[src/hdl/tsl_regs.svh]
// Register map, field positions, reset values and timing figures of the sensor register bank
`ifndef TSL_REGS_SVH
`define TSL_REGS_SVH
// ****************************************************************
// Register addresses
// ****************************************************************
`define TSL_A_TEMP    4'h0
`define TSL_A_CFG     4'h1
`define TSL_A_UPPER   4'h2
`define TSL_A_LOWER   4'h3
`define TSL_A_UNLOCK  4'h4
`define TSL_A_SCR1    4'h5
`define TSL_A_SCR2    4'h6
// ****************************************************************
// Field positions
// ****************************************************************
`define TSL_B_HI      15
`define TSL_B_LO      14
`define TSL_B_DRDY    13
`define TSL_B_BUSY    12
`define TSL_B_MOD1    11
`define TSL_B_UNLOCK  15
`define TSL_B_UBUSY   14
// ****************************************************************
// Reset values and codes
// ****************************************************************
`define TSL_RST_CFG   16'h0220
`define TSL_RST_UPPER 16'h6000
`define TSL_RST_LOWER 16'h8000
`define TSL_CFG_WMASK 16'h0FFC
`define TSL_MOD_SD    2'h1
`define TSL_MOD_OS    2'h3
`define TSL_MOD_ALIAS 2'h2
// ****************************************************************
// Timing: clock, tick and periods in half-millisecond ticks
// ****************************************************************
`define TSL_CLK_NS    40
`define TSL_TICK_NS   500000
`define TSL_ACT_AVG0  16'd31
`define TSL_ACT_AVG1  16'd250
`define TSL_ACT_AVG2  16'd1000
`define TSL_ACT_AVG3  16'd2000
`define TSL_PER_1     16'd250
`define TSL_PER_2     16'd500
`define TSL_PER_3     16'd1000
`define TSL_PER_4     16'd2000
`define TSL_PER_5     16'd8000
`define TSL_PER_6     16'd16000
`define TSL_PER_7     16'd32000
`endif

[src/hdl/tsl_pkg.sv]
// Types shared by the sensor register bank
package tsl_pkg;
  typedef enum logic [1:0] {
    TSL_IDLE    = 2'b00,
    TSL_ACTIVE  = 2'b01,
    TSL_STANDBY = 2'b10
  } tsl_state_e;

  typedef struct packed {
    tsl_state_e        state;
    logic [15:0]       tick_cnt;
    logic [15:0]       phase_cnt;
    logic [6:0]        samp_cnt;
    logic [22:0]       acc;
    logic [15:0]       temp;
    logic              hi;
    logic              lo;
    logic              drdy;
    logic [11:2]       cfg;
    logic [15:0]       upper;
    logic [15:0]       lower;
    logic              unlock;
    logic [15:0]       scr1;
    logic [15:0]       scr2;
    logic [4:0][15:0]  nvm;
    logic              busy;
    logic              loading;
    logic [15:0]       busy_cnt;
    logic [15:0]       rdata;
    logic              conv_run;
    logic              alert;
  } tsl_state_s;
endpackage

[src/hdl/tsl_top.sv]
// Sensor register bank: scheduler, averaging, thresholds and non-volatile copies
//
// What this block does
// - Averages 1, 8, 32 or 64 samples per result for averaging codes 00..11.
// - Period code 000 in continuous mode runs conversions back to back with no standby.
// - Codes 001..100 ask for 125/250/500/1000 ms, stretched to the active time if longer.
// - Codes 101..111 give 4/8/16 s and standby fills the period less the active time.
// - A 16-bit upper threshold is kept and compared with each result.
// - The upper threshold reloads from its stored copy at reset; the factory copy is 6000h.
// - A 16-bit lower threshold reloads from its stored copy; the factory copy is 8000h.
// - With the unlock bit clear, writes change only the working registers.
// - With the unlock bit set, each write to a writable register while busy is clear programs its stored copy.
// - Unlock bit 14 mirrors the busy flag and bits 13:0 read zero.
// - Busy reads 1 during programming or reload and 0 once done.
// - Two 16-bit scratch registers at 05h and 06h have stored copies and the same locking.
// - Alert mode sets upper and lower crossing flags and a configuration read clears them.
// - Therm mode sets the upper flag above the upper limit, clears it below the lower one.
`timescale 1ns/1ps
`default_nettype none
`include "tsl_regs.svh"
module tsl_top #(
  parameter int          TICK_CYCLES = `TSL_TICK_NS / `TSL_CLK_NS,
  parameter logic [15:0] PROG_CYCLES = 16'd100,
  parameter logic [15:0] LOAD_CYCLES = 16'd100,
  parameter logic [15:0] SCR1_INIT   = 16'h0000,
  parameter logic [15:0] SCR2_INIT   = 16'h0000
) (
  input  wire logic        clk,       // 25 MHz clock
  input  wire logic        rstn,      // Power-up reset, active low
  input  wire logic        gcall,     // General-call reset pulse
  input  wire logic        wr_en,     // Register write strobe
  input  wire logic        rd_en,     // Register read strobe
  input  wire logic [3:0]  addr,      // Register address
  input  wire logic [15:0] wdata,     // Write data
  input  wire logic        raw_valid, // Converter sample strobe
  input  wire logic [15:0] raw_data,  // Converter sample
  output logic      [15:0] rdata,     // Read data, one cycle after rd_en
  output logic             conv_run,  // Converter active phase
  output logic             alert_out  // Alert pin level
);
  tsl_pkg::tsl_state_s st_r, st_nxt;

  // ****************************************************************
  // Lookup functions
  // ****************************************************************
  // Number of samples per result
  function automatic logic [6:0] avg_count(input logic [1:0] a);
    case (a)
      2'b00:   avg_count = 7'd1;
      2'b01:   avg_count = 7'd8;
      2'b10:   avg_count = 7'd32;
      default: avg_count = 7'd64;
    endcase
  endfunction

  // Divide by the sample count as a shift
  function automatic logic [2:0] avg_shift(input logic [1:0] a);
    case (a)
      2'b00:   avg_shift = 3'd0;
      2'b01:   avg_shift = 3'd3;
      2'b10:   avg_shift = 3'd5;
      default: avg_shift = 3'd6;
    endcase
  endfunction

  // Active conversion time in ticks
  function automatic logic [15:0] act_ticks(input logic [1:0] a);
    case (a)
      2'b00:   act_ticks = `TSL_ACT_AVG0;
      2'b01:   act_ticks = `TSL_ACT_AVG1;
      2'b10:   act_ticks = `TSL_ACT_AVG2;
      default: act_ticks = `TSL_ACT_AVG3;
    endcase
  endfunction

  // Cycle period in ticks, never shorter than the active time
  function automatic logic [15:0] period_ticks(input logic [2:0] c, input logic [1:0] a);
    logic [15:0] req;
    case (c)
      3'b001:  req = `TSL_PER_1;
      3'b010:  req = `TSL_PER_2;
      3'b011:  req = `TSL_PER_3;
      3'b100:  req = `TSL_PER_4;
      3'b101:  req = `TSL_PER_5;
      3'b110:  req = `TSL_PER_6;
      3'b111:  req = `TSL_PER_7;
      default: req = act_ticks(a);
    endcase
    period_ticks = (req > act_ticks(a)) ? req : act_ticks(a);
  endfunction

  // ****************************************************************
  // Next-state logic
  // ****************************************************************
  logic [1:0]  mode;
  logic [2:0]  conv;
  logic [1:0]  avg;
  logic        tick;
  logic [15:0] standby;
  logic [22:0] acc_sum;
  logic [22:0] avg_val;
  logic [15:0] res;
  logic        writable;
  logic        res_valid;

  always_comb
  begin
    st_nxt    = st_r;
    mode      = st_r.cfg[11:10];
    conv      = st_r.cfg[9:7];
    avg       = st_r.cfg[6:5];
    tick      = (st_r.tick_cnt == 16'(TICK_CYCLES - 1));
    standby   = period_ticks(conv, avg) - act_ticks(avg);
    acc_sum   = st_r.acc + {{7{raw_data[15]}}, raw_data};
    avg_val   = 23'($signed(acc_sum) >>> avg_shift(avg));
    res       = avg_val[15:0];
    res_valid = 1'b0;
    writable  = (addr == `TSL_A_CFG) || (addr == `TSL_A_UPPER) || (addr == `TSL_A_LOWER) ||
                (addr == `TSL_A_SCR1) || (addr == `TSL_A_SCR2);

    // Tick divider, runs freely so periods need no restart logic
    st_nxt.tick_cnt = tick ? 16'h0000 : st_r.tick_cnt + 16'h0001;

    // Conversion scheduler
    case (st_r.state)
      tsl_pkg::TSL_IDLE:
      begin
        if (mode != `TSL_MOD_SD && !st_r.loading)
        begin
          st_nxt.state     = tsl_pkg::TSL_ACTIVE;
          st_nxt.phase_cnt = act_ticks(avg) - 16'h0001;
          st_nxt.samp_cnt  = 7'd0;
          st_nxt.acc       = 23'h00_0000;
        end
      end
      tsl_pkg::TSL_ACTIVE:
      begin
        if (tick && st_r.phase_cnt == 16'h0000)
        begin
          if (mode == `TSL_MOD_OS)
          begin
            st_nxt.state         = tsl_pkg::TSL_IDLE;
            st_nxt.cfg[11:10]    = `TSL_MOD_SD;
          end
          else if (standby != 16'h0000)
          begin
            st_nxt.state     = tsl_pkg::TSL_STANDBY;
            st_nxt.phase_cnt = standby - 16'h0001;
          end
          else
          begin
            st_nxt.phase_cnt = act_ticks(avg) - 16'h0001;
            st_nxt.samp_cnt  = 7'd0;
            st_nxt.acc       = 23'h00_0000;
          end
        end
        else if (tick)
          st_nxt.phase_cnt = st_r.phase_cnt - 16'h0001;
        if (raw_valid)
        begin
          if (st_r.samp_cnt == avg_count(avg) - 7'd1)
          begin
            res_valid       = 1'b1;
            st_nxt.temp     = res;
            st_nxt.samp_cnt = 7'd0;
            st_nxt.acc      = 23'h00_0000;
          end
          else
          begin
            st_nxt.samp_cnt = st_r.samp_cnt + 7'd1;
            st_nxt.acc      = acc_sum;
          end
        end
      end
      tsl_pkg::TSL_STANDBY:
      begin
        if (tick && st_r.phase_cnt == 16'h0000)
        begin
          st_nxt.state     = tsl_pkg::TSL_ACTIVE;
          st_nxt.phase_cnt = act_ticks(avg) - 16'h0001;
          st_nxt.samp_cnt  = 7'd0;
          st_nxt.acc       = 23'h00_0000;
        end
        else if (tick)
          st_nxt.phase_cnt = st_r.phase_cnt - 16'h0001;
      end
      default: st_nxt.state = tsl_pkg::TSL_IDLE;
    endcase
    if (mode == `TSL_MOD_SD)
      st_nxt.state = tsl_pkg::TSL_IDLE;

    // Register reads; reading clears flags before new results so a fresh event wins
    if (rd_en)
    begin
      case (addr)
        `TSL_A_TEMP:   st_nxt.rdata = st_r.temp;
        `TSL_A_CFG:    st_nxt.rdata = {st_r.hi, st_r.lo, st_r.drdy, st_r.busy, st_r.cfg, 2'b00};
        `TSL_A_UPPER:  st_nxt.rdata = st_r.upper;
        `TSL_A_LOWER:  st_nxt.rdata = st_r.lower;
        `TSL_A_UNLOCK: st_nxt.rdata = {st_r.unlock, st_r.busy, 14'h0000};
        `TSL_A_SCR1:   st_nxt.rdata = st_r.scr1;
        `TSL_A_SCR2:   st_nxt.rdata = st_r.scr2;
        default:       st_nxt.rdata = 16'h0000;
      endcase
      if (addr == `TSL_A_TEMP || addr == `TSL_A_CFG)
        st_nxt.drdy = 1'b0;
      if (addr == `TSL_A_CFG && !st_r.cfg[4])
      begin
        st_nxt.hi = 1'b0;
        st_nxt.lo = 1'b0;
      end
    end

    // Threshold comparison on each new result
    if (res_valid)
    begin
      st_nxt.drdy = 1'b1;
      if (st_r.cfg[4])
      begin
        if ($signed(res) > $signed(st_r.upper))
          st_nxt.hi = 1'b1;
        else if ($signed(res) < $signed(st_r.lower))
          st_nxt.hi = 1'b0;
      end
      else
      begin
        if ($signed(res) > $signed(st_r.upper))
          st_nxt.hi = 1'b1;
        if ($signed(res) < $signed(st_r.lower))
          st_nxt.lo = 1'b1;
      end
    end
    if (st_r.cfg[4])
      st_nxt.lo = 1'b0;

    // Register writes, ignored while the stored copies are busy
    if (wr_en && !st_r.busy)
    begin
      case (addr)
        `TSL_A_CFG:
        begin
          st_nxt.cfg = 10'((wdata & `TSL_CFG_WMASK) >> 2);
          if (wdata[11:10] == `TSL_MOD_ALIAS)
            st_nxt.cfg[11:10] = 2'b00;
        end
        `TSL_A_UPPER:  st_nxt.upper  = wdata;
        `TSL_A_LOWER:  st_nxt.lower  = wdata;
        `TSL_A_UNLOCK: st_nxt.unlock = wdata[`TSL_B_UNLOCK];
        `TSL_A_SCR1:   st_nxt.scr1   = wdata;
        `TSL_A_SCR2:   st_nxt.scr2   = wdata;
        default:       st_nxt.unlock = st_r.unlock;
      endcase
      if (st_r.unlock && writable)
      begin
        st_nxt.busy     = 1'b1;
        st_nxt.busy_cnt = PROG_CYCLES;
        case (addr)
          `TSL_A_CFG:   st_nxt.nvm[0] = wdata & ~(16'h0001 << `TSL_B_MOD1);
          `TSL_A_UPPER: st_nxt.nvm[1] = wdata;
          `TSL_A_LOWER: st_nxt.nvm[2] = wdata;
          `TSL_A_SCR1:  st_nxt.nvm[3] = wdata;
          default:      st_nxt.nvm[4] = wdata;
        endcase
      end
    end

    // General-call reset starts a reload from the stored copies
    if (gcall)
    begin
      st_nxt.loading  = 1'b1;
      st_nxt.busy     = 1'b1;
      st_nxt.busy_cnt = LOAD_CYCLES;
      st_nxt.state    = tsl_pkg::TSL_IDLE;
    end
    else if (st_r.busy)
    begin
      if (st_r.busy_cnt == 16'h0000)
      begin
        st_nxt.busy    = 1'b0;
        st_nxt.loading = 1'b0;
        if (st_r.loading)
        begin
          st_nxt.cfg   = st_r.nvm[0][11:2];
          st_nxt.upper = st_r.nvm[1];
          st_nxt.lower = st_r.nvm[2];
          st_nxt.scr1  = st_r.nvm[3];
          st_nxt.scr2  = st_r.nvm[4];
        end
      end
      else
        st_nxt.busy_cnt = st_r.busy_cnt - 16'h0001;
    end

    // Registered outputs; alert pin follows polarity and source select
    st_nxt.conv_run = (st_nxt.state == tsl_pkg::TSL_ACTIVE);
    st_nxt.alert    = (st_nxt.cfg[2] ? st_nxt.drdy : (st_nxt.hi | st_nxt.lo)) ~^ st_nxt.cfg[3];
  end

  // State register; power-up reset loads the factory image then reloads from it
  always_ff @(posedge clk)
  begin
    if (!rstn)
    begin
      st_r          <= '0;
      st_r.cfg      <= 10'(`TSL_RST_CFG >> 2);
      st_r.upper    <= `TSL_RST_UPPER;
      st_r.lower    <= `TSL_RST_LOWER;
      st_r.nvm      <= {SCR2_INIT, SCR1_INIT, `TSL_RST_LOWER, `TSL_RST_UPPER, `TSL_RST_CFG};
      st_r.scr1     <= SCR1_INIT;
      st_r.scr2     <= SCR2_INIT;
      st_r.busy     <= 1'b1;
      st_r.loading  <= 1'b1;
      st_r.busy_cnt <= LOAD_CYCLES;
      st_r.alert    <= 1'b1;
    end
    else
      st_r <= st_nxt;
  end

  assign rdata     = st_r.rdata;
  assign conv_run  = st_r.conv_run;
  assign alert_out = st_r.alert;
endmodule
`default_nettype wire

[config.mk]
export PLATFORM = sky130hd
export DESIGN_NAME = tsl_top
export DESIGN_NICKNAME = d
export VERILOG_FILES = /design/src/hdl/tsl_pkg.sv /design/src/hdl/tsl_top.sv
export VERILOG_INCLUDE_DIRS = /design/src /design/src/hdl
export SDC_FILE = /design/constraint.sdc
export NUM_CORES = 1
export LEC_CHECK = 0
export ABC_AREA = 1
export BUFFER_PORTS_ARGS = -buffer_cell sky130_fd_sc_hd__buf_2
export CAP_MARGIN = 20
export CORE_AREA = 2 2 263 161
export CTS_CLUSTER_DIAMETER = 60
export DETAILED_ROUTE_END_ITERATION = 8
export DIE_AREA = 0 0 265 163
export PLACE_DENSITY = 0.61
export SLEW_MARGIN = 20
export SYNTH_ARGS = -nofsm -noshare
export SYNTH_HDL_FRONTEND = slang
export SYNTH_SLANG_ARGS = --single-unit
[constraint.sdc]
create_clock -name clk -period 6 [get_ports clk]
set_input_delay 0.3 -clock clk [delete_from_list [all_inputs] [get_ports clk]]
set_output_delay 0.3 -clock clk [all_outputs]
set_load 0.05 [all_outputs]
# Word-level counts from Yosys, hierarchy flattened

Index checks and enable logic that the tools add are counted.

Add/subtract/negate cells: 11
Magnitude comparators: 3
Equal/unequal tests: 30
Shifts and indexed selects: 1
Multiplexer cells: 82
Bitwise logic cells: 4
Reduce and logical (&&, ||, !) cells: 33

Operator list:

| cell                                                                    | number |
|---|---|
| 16-bit 2-to-1 mux                                                       | 26 |
| 42-bit 2-to-1 mux                                                       | 4 |
| 156-bit 2-to-1 mux                                                      | 1 |
| 46-bit 2-to-1 mux                                                       | 3 |
| 46-bit case mux with 3 select lines                                     | 1 |
| 32-bit 2-to-1 mux                                                       | 4 |
| 30-bit 2-to-1 mux                                                       | 4 |
| 16-bit case mux with 7 select lines                                     | 1 |
| 15-bit case mux with 7 select lines                                     | 1 |
| 16-bit by 1-bit subtractor with 16-bit output, second input constant    | 6 |
| 81-bit 2-to-1 mux                                                       | 1 |
| 11-bit case mux with 3 select lines                                     | 1 |
| 16-bit greater-than comparator                                          | 2 |
| 16-bit zero test                                                        | 2 |
| 2-bit 2-to-1 mux                                                        | 13 |
| 23-bit adder                                                            | 1 |
| 23-bit by 3-bit >>> shifter with 16-bit output                          | 1 |
| 7-bit case mux with 3 select lines                                      | 1 |
| 3-bit AND reduction                                                     | 7 |
| 18-bit 2-to-1 mux                                                       | 1 |
| 16-bit by 1-bit adder with 16-bit output, second input constant         | 1 |
| 16-bit by 14-bit equality test with 1-bit output, second input constant | 1 |
| 16-bit < comparator                                                     | 1 |
| 16-bit nonzero test                                                     | 1 |
| other kinds (34)                                                        | 79 |

Register bits: 273
Input bits: 42
Output and inout bits: 18
Word-level logic and storage cells: 190

# Longest topological paths before layout

Word-level depth: 17
Depth in mapped cells: 40
Gate-level depth less buffers: 38

# Worst setup path before layout

No wires, ideal clock.

Path type: register -> register
Start: register st_r (netlist bit avg[0])
End: register st_r[239] (netlist bit)
Setup time: 119 ps
Data arrival time: 5,060 ps
Data required time: 5,881 ps
Path slack: 822 ps
Stages on the path, launching flop included: 37
Buffers on the path: 3
Period minus slack after synthesis: 5,178 ps
Cells stage by stage: dfxtp_1 -> inv_1 -> ha_1 -> clkbuf_1 -> inv_1 -> clkbuf_1 -> a21oi_1 -> ha_1 -> a21oi_1 -> o221ai_1 -> nand2_1 -> nand4_1 -> nand2_1 -> o21ai_0 -> ha_1 -> fa_1 -> inv_1 -> nand3_1 -> nand2_1 -> nand4_1 -> nand2_1 -> a21oi_1 -> o21bai_2 -> nand2_1 -> nand2_1 -> nand3_2 -> nor2_4 -> nand3_2 -> nor2_4 -> inv_2 -> nand3_2 -> nand2_4 -> buf_4 -> nor3_4 -> nand3_1 -> nand2_1 -> nor2_1

Word-level cells in the longest chain between the ends: 9

Ends and longest elaborated chain:

| what                                                                                             | RTL line                       | source |
|---|---|---|
| from (decl)                                                                                      | tsl_top.sv:41                  | `tsl_pkg::tsl_state_s st_r, st_nxt;` |
| from (signal assigned)                                                                           | tsl_top.sv:317                 | `st_r <= st_nxt;` |
| 2-bit equality test, or another cell as far along                                                | tsl_top.sv:48, tsl_top.sv:68   |  |
| 11-bit case mux with 3 select lines / 7-bit case mux with 3 select lines (equally long branches) | tsl_top.sv:68, tsl_top.sv:48   |  |
| 15-bit case mux with 7 select lines / 7-bit 2-to-1 mux (equally long branches)                   | tsl_top.sv:79, tsl_top.sv:159  |  |
| 16-bit greater-than comparator / 7-bit 2-to-1 mux (equally long branches)                        | tsl_top.sv:89, tsl_top.sv:125  |  |
| 16-bit 2-to-1 mux / 7-bit by 1-bit subtractor with 7-bit output (equally long branches)          | tsl_top.sv:89, tsl_top.sv:161  |  |
| 16-bit subtractor / 7-bit equality test (equally long branches)                                  | tsl_top.sv:113, tsl_top.sv:161 |  |
| 16-bit nonzero test / 30-bit 2-to-1 mux (equally long branches)                                  | tsl_top.sv:145, tsl_top.sv:161 |  |
| 3-bit != test (no line) / 46-bit 2-to-1 mux (equally long branches)                              | n/a                            |  |
| 6-bit AND reduction (no line) / 46-bit case mux with 3 select lines (equally long branches)      | n/a                            |  |

Parallel ways exist; a longest one is shown, timed or not. The select of a mux whose other input is x is not followed.
A chain may end at the register's enable or synchronous reset.

# Worst setup path in the final report

Start: register st_r (netlist bit avg[0])
End: register st_r[218] (netlist bit)

Same word-level chain as after synthesis.

==> qor.txt <==
status: complete, no violations
initial cell density of the core: 39.4%
Worst R2R Path Depth: 36
largest net degree at the start of global routing: 88
die height: 163 um
DRT iter0 DRCs: 2116
Max Clk Rate: 179 MHz
critical path peak fanout: 23
R2R Path Start: avg[0]
initial antenna violation count: 1
CTS root buf: clkbuf_16
CTS tree: built
number of clock sinks: 267
Cells after Synth: 2323
Ports: 60
Clock transition at path regs: 0.07 ns
Core ar.: 41100 um2
asr flop ratio synth: 0%
site row count: 58
CP startpoint: avg[0]
Worst Tran Pin Value: 1.21 ns
Max Root-Sink Buffers: 3
Period Utilization, post-route: 93.1%
Final Hold Fails: 0
most numerous cell in the Yosys netlist: nand2_1
hold_sp: wdata[2]
P per Cell Area: 214 nW/um2
cell area after synthesis: 16200 um2
DIE AREA: 43200 um2
Slowest-stage cell, CP: fa_1
Vias/cell: 5.55
Tmin final: 5.59 ns
most common library cells after synthesis: nand2_1 (391), o21ai_0 (310), inv_1 (274)
max-slew violation count: 0
flops & latches, synth: 267
DR DRC count: 0
CP Data Required Time: 6.44 ns
Static Leak: 7.51 nW
Reg-to-Reg End: st_r[218]
final WL: 52.5 mm
CP most frequent cell: nand2_1
syn nets: 2458
Synth Warn #: 0
Port Buf Inserts: 59
Die X: 265 um
detailed placer's ending HPWL: 38.9 mm
Worst-Skew Late Latency: 0.58 ns
DRT antenna net count: 0
via count: 16000
Synth Flop Type: dfxtp_1
Setup Viol. Count Final: 0
first-pass GRT wire length: 82.3 mm
drt pass-1 iters: 6
Slew HR: 18.9%
design area: 17900 um2
CTS buffer count: 28
Seq/Total Area, Yosys: 33.0%
Power Total: 3.83 mW
WS Path Type: reg2reg
Post-Layout Cell Count: 2886
hold path depth: 3
Mapped Avg Cell Area: 6.96 um2
VDD IR-drop max: 0.201 mV
CP startpoint kind: flip-flop
Place WS: 0.226 ns
placed cells: 2834
number of max-cap violations: 0
Setup Skew: 0.0245 ns
Critical Path End Type: flip-flop
worst hold path class: in2reg
Arr. time, crit path: 6.03 ns
Yosys top cell area share: 33.0%
global placement routability congestion: 1.01
fin util: 43.5%
Placed Area: 16900 um2
Setup WS post-layout: 0.411 ns
worst hold margin: 0.0457 ns
quantity of hold-fixing buffers added after cts: 0
number of flops mapped to enable cells by yosys: 0
setup TNS: 0 ns
critical path's largest stage delay: 0.43 ns
layout cell share with drive strength beyond 1: 9.38%
biggest area consumer among synthesized cells: dfxtp_1
P&R area growth vs syn: 10.5%
total track usage: 24.0%
Hold EP: st_r[134]
synth unique cells: 65
Wirelength per Cell: 18.2 um
Reg2Reg Setup Slack: 0.41 ns
Synth area leaders: dfxtp_1 (33%), o21ai_0 (9.6%), nand2_1 (9.1%)
Nets: 2459
H-tree Lvls: 1
vias in the first global route: 14500
grt total ovfl: 0
==> report_power, final <==
part,internal (mW),switching [mW],total [mW]
combinational,0.0635,0.159,0.222
sequential,1.78,0.00298,1.78
clock,1.03,0.793,1.83
total,2.87,0.955,3.83
==> sequential cells by signal, indices dropped and copies added, names as in the netlist <==
signal     flops
conv_run       1
avg            2
st_r         242
conv           3
rdata         16
mode           2
alert_out      1
==> worst max path at each step <==
| stage | to | cells past startpoint |
|---|---|---|
| after floorplan | st_r[239] | 36 |
| after global placement | st_r[236] | 34 |
| after detailed placement | st_r[218] | 33 |
| after CTS | st_r[218] | 33 |
| after global routing | st_r[218] | 36 |
| final | st_r[218] | 36 |
==> logic make-up (layout without fill, tap and decap cells) <==
group	after synthesis	after routing	share of synthesized area, %
AOI/OAI and AO/OA	715	715	25.3
xor gates and xnor gates	53	53	2.87
adders and majority gates	93	93	7.29
buffers and inverters	412	434	10.3
DFF	267	267	33.0
muxes	1	1	0.0619
other	0	1	0
and+or+nand+nor	782	782	21.2
==> repair_timing <==
action,CTS,global route
buffers inserted,0,0
resized for setup,0,13
hold endpoints to repair,0,0
endpoints found under the setup margin,0,46
==> critical path: cells and delay by family (launching register included) <==
kind / cells / cell delay, ns
AOI/OAI and AO/OA: 7 / 1.21
adders and majority gates: 3 / 0.96
buffers and inverters: 8 / 0.92
DFF: 1 / 0.42
and+or+nand+nor: 18 / 1.91
==> layout by cell type, fill, tap and decap left out, types with 9 or more instances in the layout <==
cell type / n
nor2_1: 195
buf_2: 58
a31oi_1: 55
a32o_1: 10
a211oi_1: 20
a21oi_1: 203
xnor2_1: 10
nand2_1: 389
nand4_1: 18
ha_1: 90
dfxtp_1: 267
xor2_1: 42
buf_4: 38
o211ai_1: 19
a211oi_2: 9
o22ai_1: 19
nor3_1: 35
clkbuf_16: 29
inv_1: 274
o21ai_1: 11
nand3_1: 83
o31ai_1: 11
o21ai_0: 309
==> layout make-up <==
type / instances / area, um2
Antenna cell: 1 / 2.50
Clock buffer: 35 / 798
Clock inverter: 16 / 150
Fill cell: 4203 / 23200
Inverter: 286 / 1090
Multi-Input combinational cell: 1644 / 9220
Sequential cell: 267 / 5350
Tap cell: 540 / 676
Timing Repair Buffer: 97 / 591
==> per-layer routing <==
metal  global-route usage [%]  up-vias  wire length [um]
met1                     37.4     7428             26100
met2                     32.6      685             19600
met5                     2.36        -               145
met4                     4.06        2               704
li1                         -     7849                 -
met3                     5.87       54              5930
Power figures use the tool's default switching activity.
